### src/rrne_pkg.sv
// Package: encodings, field positions and reset values for the return/rotate/no-op executor
package rrne_pkg;
   // ------------------------------------------------------------
   // Opcode encodings
   // ------------------------------------------------------------
   localparam logic [13:0] RRNE_RETI_OPC     = 14'h0009;   // Return from interrupt
   localparam logic [13:0] RRNE_NOP_MASK     = 14'h3F9F;   // Bits 6:5 are don't-care
   localparam logic [13:0] RRNE_NOP_OPC      = 14'h0000;   // No operation
   localparam logic [3:0]  RRNE_RETL_HI      = 4'hD;       // Top nibble 11 01, bits 9:8 ignored
   localparam int          RRNE_RETL_HI_POS  = 10;         // Low bit of that nibble
   localparam logic [5:0]  RRNE_RLC_HI       = 6'h0D;      // 00 1101
   localparam int          RRNE_HI6_POS      = 8;          // Low bit of six-bit class field
   localparam int          RRNE_DEST_POS     = 7;          // Destination select bit
   localparam int          RRNE_GIE_POS      = 7;          // Global enable in interrupt control
   // ------------------------------------------------------------
   // Widths and reset values
   // ------------------------------------------------------------
   localparam int          RRNE_PC_W         = 13;         // Program counter width
   localparam logic [7:0]  RRNE_W_RST        = 8'h00;      // Working register after reset
   localparam logic [7:0]  RRNE_INTC_RST     = 8'h00;      // Interrupt control after reset
   localparam logic [12:0] RRNE_PC_RST       = 13'h0000;   // Reset vector
   // Execution state
   typedef enum logic [0:0] {RRNE_FETCH, RRNE_SECOND} rrne_state_type;
endpackage : rrne_pkg

### src/rrne_exec.sv
// Decode and execute for no-op, return-from-interrupt, return-literal and rotate-left
`timescale 1ns/1ps
module rrne_exec
   import rrne_pkg::*;
(
   input  wire logic                 clk,          // 200 MHz core clock
   input  wire logic                 rst_n,        // Synchronous reset, active low
   input  wire logic [13:0]          instr,        // Opcode, valid when instr_valid
   input  wire logic                 instr_valid,  // Opcode presented this cycle
   input  wire logic [RRNE_PC_W-1:0] stack_top,    // Top of stack value
   input  wire logic [7:0]           file_rdata,   // Addressed file register contents
   output logic                      instr_ready,  // Core can take an opcode
   output logic                      stack_pop,    // Pop pulse to stack
   output logic [6:0]                file_addr,    // File register address
   output logic [7:0]                file_wdata,   // File register write data
   output logic                      file_we,      // File write pulse
   output logic [RRNE_PC_W-1:0]      pc,           // Program counter
   output logic [7:0]                w_reg,        // Working register
   output logic                      carry,        // Carry flag
   output logic [7:0]                int_ctrl,     // Interrupt control register
   output logic                      illegal       // Unhandled opcode pulse
);
   // ------------------------------------------------------------
   // State
   // ------------------------------------------------------------
   rrne_state_type state_ff;           // Fetch or second cycle
   rrne_state_type nxt_state;          // Next state
   logic [RRNE_PC_W-1:0] pc_ff;        // Program counter
   logic [7:0]  w_ff;                  // Working register
   logic        c_ff;                  // Carry flag
   logic [7:0]  intc_ff;               // Interrupt control
   logic        pop_ff;                // Stack pop pulse
   logic        fwe_ff;                // File write pulse
   logic [6:0]  faddr_ff;              // Write address
   logic [7:0]  fdata_ff;              // Write data
   logic        ill_ff;                // Illegal pulse
   logic        ready_ff;              // Ready output
   // ------------------------------------------------------------
   // Decode
   // ------------------------------------------------------------
   logic dec_nop;                      // No-op match
   logic dec_reti;                     // Interrupt return match
   logic dec_retl;                     // Literal return match
   logic dec_rlc;                      // Rotate match
   logic take;                         // Opcode accepted this cycle
   logic [7:0] rot_res;                // Rotate result
   logic       rot_c;                  // Rotate carry out

   // The file port is busy with a write-back for one cycle after a rotate to f,
   // so nothing is taken then; otherwise a following rotate would read the wrong register
   assign take     = instr_valid && (state_ff == RRNE_FETCH) && !fwe_ff;
   assign dec_nop  = (instr & RRNE_NOP_MASK) == RRNE_NOP_OPC;
   assign dec_reti = instr == RRNE_RETI_OPC;
   assign dec_retl = instr[13:RRNE_RETL_HI_POS] == RRNE_RETL_HI;
   assign dec_rlc  = instr[13:RRNE_HI6_POS] == RRNE_RLC_HI;

   // Read address goes straight out so file_rdata returns in the same cycle;
   // during a write-back the held address of the rotate takes the port
   assign file_addr = fwe_ff ? faddr_ff : instr[6:0];

   rrne_rot u_rot
   (
      .src_val   (file_rdata),
      .carry_in  (c_ff),
      .result    (rot_res),
      .carry_out (rot_c)
   );

   // ------------------------------------------------------------
   // Sequencer: two-cycle returns hold a second cycle
   // ------------------------------------------------------------
   always_comb
   begin
      nxt_state = state_ff;
      case (state_ff)
         RRNE_FETCH:
            if (take && (dec_reti || dec_retl))
               nxt_state = RRNE_SECOND;
         RRNE_SECOND:
            nxt_state = RRNE_FETCH;        // Refill cycle done
         default:
            nxt_state = RRNE_FETCH;
      endcase
   end

   always_ff @(posedge clk)
   begin
      if (!rst_n)
         state_ff <= RRNE_FETCH;
      else
         state_ff <= nxt_state;
   end

   // Ready drops during the second cycle of a return and during a write-back
   always_ff @(posedge clk)
   begin
      if (!rst_n)
         ready_ff <= 1'b0;
      else
         ready_ff <= (nxt_state == RRNE_FETCH) && !(take && dec_rlc && instr[RRNE_DEST_POS]);
   end

   // ------------------------------------------------------------
   // Program counter and stack pop
   // ------------------------------------------------------------
   always_ff @(posedge clk)
   begin
      if (!rst_n)
      begin
         pc_ff  <= RRNE_PC_RST;
         pop_ff <= 1'b0;
      end
      else
      begin
         pop_ff <= 1'b0;
         if (take)
         begin
            if (dec_reti || dec_retl)
            begin
               pc_ff  <= stack_top;
               pop_ff <= 1'b1;
            end
            else
               pc_ff <= pc_ff + 13'h0001;
         end
      end
   end

   // ------------------------------------------------------------
   // Working register
   // ------------------------------------------------------------
   always_ff @(posedge clk)
   begin
      if (!rst_n)
         w_ff <= RRNE_W_RST;
      else if (take && dec_retl)
         w_ff <= instr[7:0];
      else if (take && dec_rlc && !instr[RRNE_DEST_POS])
         w_ff <= rot_res;
   end

   // ------------------------------------------------------------
   // Carry: only rotate touches it
   // ------------------------------------------------------------
   always_ff @(posedge clk)
   begin
      if (!rst_n)
         c_ff <= 1'b0;
      else if (take && dec_rlc)
         c_ff <= rot_c;
   end

   // ------------------------------------------------------------
   // File write-back
   // ------------------------------------------------------------
   always_ff @(posedge clk)
   begin
      if (!rst_n)
      begin
         fwe_ff   <= 1'b0;
         faddr_ff <= 7'h00;
         fdata_ff <= 8'h00;
      end
      else
      begin
         fwe_ff <= take && dec_rlc && instr[RRNE_DEST_POS];
         if (take && dec_rlc)
         begin
            faddr_ff <= instr[6:0];
            fdata_ff <= rot_res;
         end
      end
   end

   // ------------------------------------------------------------
   // Interrupt control: global enable set on interrupt return
   // ------------------------------------------------------------
   always_ff @(posedge clk)
   begin
      if (!rst_n)
         intc_ff <= RRNE_INTC_RST;
      else if (take && dec_reti)
         intc_ff[RRNE_GIE_POS] <= 1'b1;
   end

   // Other opcodes belong to neighbouring units; flag them
   always_ff @(posedge clk)
   begin
      if (!rst_n)
         ill_ff <= 1'b0;
      else
         ill_ff <= take && !(dec_nop || dec_reti || dec_retl || dec_rlc);
   end

   // ------------------------------------------------------------
   // Outputs
   // ------------------------------------------------------------
   assign instr_ready = ready_ff;
   assign stack_pop   = pop_ff;
   assign file_wdata  = fdata_ff;
   assign file_we     = fwe_ff;
   assign pc          = pc_ff;
   assign w_reg       = w_ff;
   assign carry       = c_ff;
   assign int_ctrl    = intc_ff;
   assign illegal     = ill_ff;

   // ------------------------------------------------------------
   // Checks
   // ------------------------------------------------------------
   chk_reti_pc_pop: assert property (@(posedge clk) disable iff (!rst_n)
      take && dec_reti |=> pc_ff == $past(stack_top) && pop_ff)
      else $error("interrupt return did not pop into pc");
   chk_reti_gie: assert property (@(posedge clk) disable iff (!rst_n)
      take && dec_reti |=> intc_ff[RRNE_GIE_POS])
      else $error("global enable not set");
   chk_reti_two_cyc: assert property (@(posedge clk) disable iff (!rst_n)
      take && dec_reti |=> !ready_ff ##1 ready_ff && $stable(c_ff))
      else $error("interrupt return not two cycles");
   chk_retl_w_load: assert property (@(posedge clk) disable iff (!rst_n)
      take && dec_retl |=> w_ff == $past(instr[7:0]) && c_ff == $past(c_ff) && !ready_ff)
      else $error("literal return wrong");
   chk_rlc_carry: assert property (@(posedge clk) disable iff (!rst_n)
      take && dec_rlc |=> c_ff == $past(file_rdata[7]) && ready_ff == !$past(instr[RRNE_DEST_POS]))
      else $error("rotate carry wrong");
   chk_rlc_wr_addr: assert property (@(posedge clk) disable iff (!rst_n)
      take && dec_rlc && instr[RRNE_DEST_POS] |=> file_we && file_addr == $past(instr[6:0]))
      else $error("rotate write-back address wrong");
   chk_rlc_to_w: assert property (@(posedge clk) disable iff (!rst_n)
      take && dec_rlc && !instr[7] |=> w_ff == {$past(file_rdata[6:0]), $past(c_ff)} && !fwe_ff)
      else $error("rotate to w wrong");
   chk_rlc_to_f: assert property (@(posedge clk) disable iff (!rst_n)
      take && dec_rlc && instr[7] |=> fwe_ff && fdata_ff == {$past(file_rdata[6:0]), $past(c_ff)}
         && w_ff == $past(w_ff))
      else $error("rotate to file wrong");
   chk_nop_pc_only: assert property (@(posedge clk) disable iff (!rst_n)
      take && dec_nop |=> pc_ff == $past(pc_ff) + 13'h0001 && $stable(w_ff) && $stable(c_ff) && !fwe_ff)
      else $error("no-op changed state");
endmodule : rrne_exec

### src/rrne_rot.sv
// Rotate-left-through-carry datapath
`timescale 1ns/1ps
module rrne_rot
   import rrne_pkg::*;
(
   input  wire logic [7:0] src_val,    // Operand from file register
   input  wire logic       carry_in,   // Current carry
   output logic      [7:0] result,     // Rotated value
   output logic            carry_out   // New carry
);
   // ------------------------------------------------------------
   // Pure combinational rotate
   // ------------------------------------------------------------
   always_comb
   begin
      result    = {src_val[6:0], carry_in};
      carry_out = src_val[7];
   end
endmodule : rrne_rot

### config.mk
export PLATFORM = sky130hd
export DESIGN_NAME = rrne_exec
export DESIGN_NICKNAME = d
export VERILOG_FILES = /design/src/rrne_pkg.sv /design/src/rrne_exec.sv /design/src/rrne_rot.sv
export SDC_FILE = /design/constraint.sdc
export NUM_CORES = 1
export LEC_CHECK = 0
export BUFFER_PORTS_ARGS = -buffer_cell sky130_fd_sc_hd__buf_2
export CORE_MARGIN = 4
export CORE_UTILIZATION = 48
export CTS_BUF_LIST = sky130_fd_sc_hd__clkbuf_16
export CTS_CLUSTER_DIAMETER = 30
export DETAILED_ROUTE_END_ITERATION = 8
export PLACE_DENSITY = 0.8
export SLEW_MARGIN = 25
export SYNTH_ARGS = -nofsm -noshare
export SYNTH_HDL_FRONTEND = slang
export SYNTH_SLANG_ARGS = --single-unit
### constraint.sdc
create_clock -name clk -period 2.5 [get_ports clk]
set_input_delay 0.25 -clock clk [delete_from_list [all_inputs] [get_ports clk]]
set_output_delay 0.25 -clock clk [all_outputs]
set_load 0.01 [all_outputs]
==> After elaboration in Yosys (flattened, before gate mapping) <==
Cells that the tools add are included.
Widths: inputs -> output; s select.
{ "op_classes": {"n_addsub": 1, "n_eq_ne": 3, "n_mux": 7, "n_bitwise": 2, "reduce_logical": 21} }
{ "ops": {"columns": ["cell", "n"], "rows": [
  ["$mux 8", 2],
  ["$eq 14x4->1 const B", 1],
  ["$logic_not 14->1", 1],
  ["$add 13x1->13 const B", 1],
  ["$mux 13", 1],
  ["$logic_and 1x1->1", 10],
  ["$mux 7", 1],
  ["$eq 6x4->1 const B", 1],
  ["$eq 4x4->1 const B", 1],
  ["$logic_not 1->1", 4],
  ["$logic_or 1x1->1", 4],
  ["$mux 1", 2],
  ["$not 1->1", 2],
  ["$pmux 1 s2", 1],
  ["$reduce_and 2->1", 1],
  ["$reduce_bool 2->1", 1]
]} }
{ "totals": {"ff_bits": 43, "inputBits": 38, "elab_cells": 45} }

==> Longest topological paths before layout <==
{ "logic_depth": {"ltp_word": 8, "ltp_mapped": 7} }

==> Modules after synthesis <==
Synthesis repeated with hierarchy kept, for this count alone.
{ "hier_totals": {"cells_unflattened": 270, "hier_area_um2": 2248.4} }
{ "modules_own_cells": {"columns": ["module", "instances", "cells_per_inst", "area_each_um2", "seq_area_each_um2"], "rows": [
  ["rrne_exec", 1, 261, 2180.8, 860.8],
  ["rrne_rot", 1, 9, 67.6, 0.0]
]} }

==> Least setup slack after synthesis <==
No wires, ideal clock.
{ "synth_path": {"path_type": "flip-flop to flip-flop", "startpoint": "reg fwe_ff (netlist: file_we)", "endpoint": "reg pc_ff[9] (netlist: pc[9])", "setup_ns": 0.074, "t_arrival_ns": 1.734, "setup_slack_ns": 0.692, "stages_incl_launch_ff": 7, "period_less_slack_ns": 1.808, "path_cell_list": "dfxtp_1 > buf_6 > or3b_1 > buf_2 > or4_1 > a21o_1 > a31oi_1"} }
{ "synth_between": {"elab_chain_cells": 2} }
{ "synth_rtl": {"columns": ["item", "line_no", "rtl"], "rows": [
  ["start, declared", "rrne_exec.sv:33", "logic fwe_ff;"],
  ["start signal, assigned", "rrne_exec.sv:166", "fwe_ff <= take && dec_rlc && instr[RRNE_DEST_POS];"],
  ["$logic_not 1->1", "rrne_exec.sv:51", "assign take = instr_valid && (state_ff == RRNE_FETCH) && !fwe_ff;"],
  ["$logic_and 1x1->1", "rrne_exec.sv:51", null],
  ["end signal, assigned", "rrne_exec.sv:120", "pc_ff <= stack_top;"],
  ["end signal, assigned", "rrne_exec.sv:124", "pc_ff <= pc_ff + 13'h0001;"],
  ["end, declared", "rrne_exec.sv:28", "logic [RRNE_PC_W-1:0] pc_ff;"]
]} }
No other way between the ends.
A chain may end at the register's enable or synchronous reset.

==> Worst setup path in the final report <==
{ "layout_path": {"startpoint": "reg state_ff", "endpoint": "reg pc_ff[12] (netlist: pc[12])"} }
{ "layout_between": {"elab_chain_cells": 3} }
{ "layout_rtl": {"columns": ["item", "line_no", "rtl"], "rows": [
  ["start, declared", "rrne_exec.sv:26", "rrne_state_type state_ff;"],
  ["start signal, assigned", "rrne_exec.sv:91", "state_ff <= nxt_state;"],
  ["$not 1->1", "rrne_exec.sv:51", null],
  ["$logic_and 1x1->1 (2 in series)", "rrne_exec.sv:51", null]
]} }
No other way between the ends.

==> results.md <==
* Fin nets at between 300 and 400
* Drc violations at 0
* Async S/R FF share, synth at 0
* Chip Width at between 70 and 80 µm
* Root buffer cell: clkbuf_16
* Vias at 2209
* Crit-path max FO at 9
* Post-route cell area at about 2700 µm²
* Routed WL per cell at about 15 µm
* Initial antenna violation count at 0
* Synth top area share at 0.406
* RSZ-0062 raised after global routing: no
* CTS Buf Count at 5
* Post-route minimum period at roughly 1900 ps
* Cell Rows at 23
* HPWL Detailed at 4600 µm
* Post-synthesis cell area at 2120 µm²
* Clock H-tree levels at 2
* Worst EP required at 2710 ps
* Worst Skew at between 4 and 5 ps
* First-pass GRT wire length at around 9500 µm
* Fmax at 0.528 GHz
* Final cycle utilization of the critical path at 0.757
* Final setup violation count at 0
* Area growth from synthesis to layout at 25.9%
* Lkg Pwr at between 1 and 1.5 nW
* Ys Warns at 0
* Worst-skew pair later-pin latency at 280 ps
* Via/cell ratio at ~5.6
* Sequential-to-total area share from yosys stat at 0.406
* Resize count post-CTS at 0
* CTS tree: yes
* Post-DP Area at 2530 µm²
* Hold Path Class: in -> reg
* Layout cells sized above 1 at 0.310
* Hold slack final at 207 ps
* Count leader, synth: nand2_1
* Hold-fix buffers at CTS at 0
* Pwr/cell area at 560 nW/µm²
* Flop pwr share at 0.477
* Vias in the first global route at slightly above 2000
* Worst EP arrival at ~2100 ps
* Max_slew headroom at 0.585
* Power Total at roughly 0.0015 W
* Post-Syn Instances at around 260
* Comb power frac at 0.106
* Pint at 0.00113 W
* Post-synth EDFFs at 0
* Ports at 87
* Die Y at roughly 74 µm
* Clk pin slew, worst setup/hold paths at 60 ps
* TritonRoute pass-1 iters at 4
* Routed WL at around 6000 µm
* CP Launch Type: flop
* Nature of the critical path endpoint: flop
* Leading cell types by total area after synthesis: dfxtp_1 41%, nand2_1 9.7%, a21oi_1 5.7%
* Post-CTS Setup Bufs at 0
* Syn avg cell area at around 8.0 µm²
* Clock power frac at 0.417
* Max-cap viol count at 0
* Antenna-violating nets left at 0
* GP Congestion at roughly 0.86
* Die Area at 5540 µm²
* Status: finished clean
* CORE AREA at a little over 4000 µm²
* Iter 0 DRT Violations at roughly 170
* Register bit count reported by yosys at between 40 and 50
* Ant diodes at 0
* WS Path Type: reg -> reg
* Fin. max-slew vios at 0
* Initial Utilization at 0.511
* Top FF cell, synth: dfxtp_1
* Worst slew pin tran at around 620 ps
* Max reg flops at 13
* Largest net degree at the start of global routing at 19
* Post-synth top cells: 55 x nand2_1, 43 x dfxtp_1, 24 x a21oi_1, 15 x nand3_1, 14 x nor2_1
* Clock Sinks at 43
* Worst VDD drop at 330 µV
* Post-synth cell types at 45
* Cell taking the most area after synthesis: dfxtp_1
* Switching part of the total at 0.244
* Total GRT Usage at 0.222
* Global route overflow at 0
* Buffers on Ports at 79
* Fin. Hold Viols at 0
* Longest Clk Path Bufs at 2
* Psw at around 0.00036 W
* Setup TNS at 0 ps
-- per-stage QoR --
| step | util | worst slack [ps] | std cells |
|---|---|---|---|
| finish | 0.644 | 607 | 392 |
| global placement | 0.610 | 577 | 384 |
| detailed placement | 0.610 | 473 | 384 |
| global route | 0.644 | 505 | 392 |
| CTS | 0.644 | 608 | 392 |
| floorplan | - | 692 | 270 |
-- worst paths after layout --
path	cells past startpoint	end	start	slack, ps
min reg2reg	2	file_wdata[3]	file_wdata[3]	450
min	3	carry	file_rdata[7]	210
max	4	pc[12]	state_ff	610
max reg2reg	4	pc[12]	state_ff	610
-- power by group through the flow --
stage                     registers [W]  logic (W)  clock network (W)
after global placement         0.000726   0.000156                  0
final                          0.000712   0.000158           0.000623
after floorplan                0.000731  0.0000824                  0
after CTS                      0.000712   0.000158           0.000630
after detailed placement       0.000727   0.000157                  0
after global routing           0.000714   0.000173           0.000663
-- routing by layer --
layer,track usage,part of all wire,vias to the layer above
met2,0.363,0.47,109
met3,0.0419,0.090,17
li1,-,-,1094
met5,0,0,-
met1,0.286,0.41,989
met4,0.0929,0.028,0
-- cell type report --
class / count / area, µm²
fillers: 394 / 1480
multi-input cells: 203 / 1140
flip-flops and latches: 43 / 861
repair buffers: 87 / 455
clock buffers: 5 / 125
well taps: 50 / 62.6
clock inverters: 3 / 16.3
inverters: 1 / 3.75
-- placed cells by master (no fill, tap or decap), drive strengths merged, types with 3 or more instances in the layout --
cell,instances
a31oi,11
o21ai,13
nor3,7
and3,4
mux2i,3
buf,87
o22ai,6
and2,3
or4,3
nand3,15
dfxtp,43
clkbuf,5
a21oi,25
mux2,7
nand4,3
conb,7
nand2,55
a311oi,3
or3,4
nor2,14
-- cells by family after synthesis --
group | after synthesis | synth area share
simple gates | 118 | 0.277
compound gates | 67 | 0.193
flops | 43 | 0.406
buf+inv | 24 | 0.0643
mux | 10 | 0.0514
fa+ha+maj | 1 | 0.00590
other cells | 1 | 0.00177
-- worst max-delay path, stage by stage, from the launching register on --
cell,delay (ps)
dfxtp_1,330
or3b_1,580
buf_4,250
or4_1,500
a31oi_1,160
No activity file was read; power rests on OpenSTA's default activity.
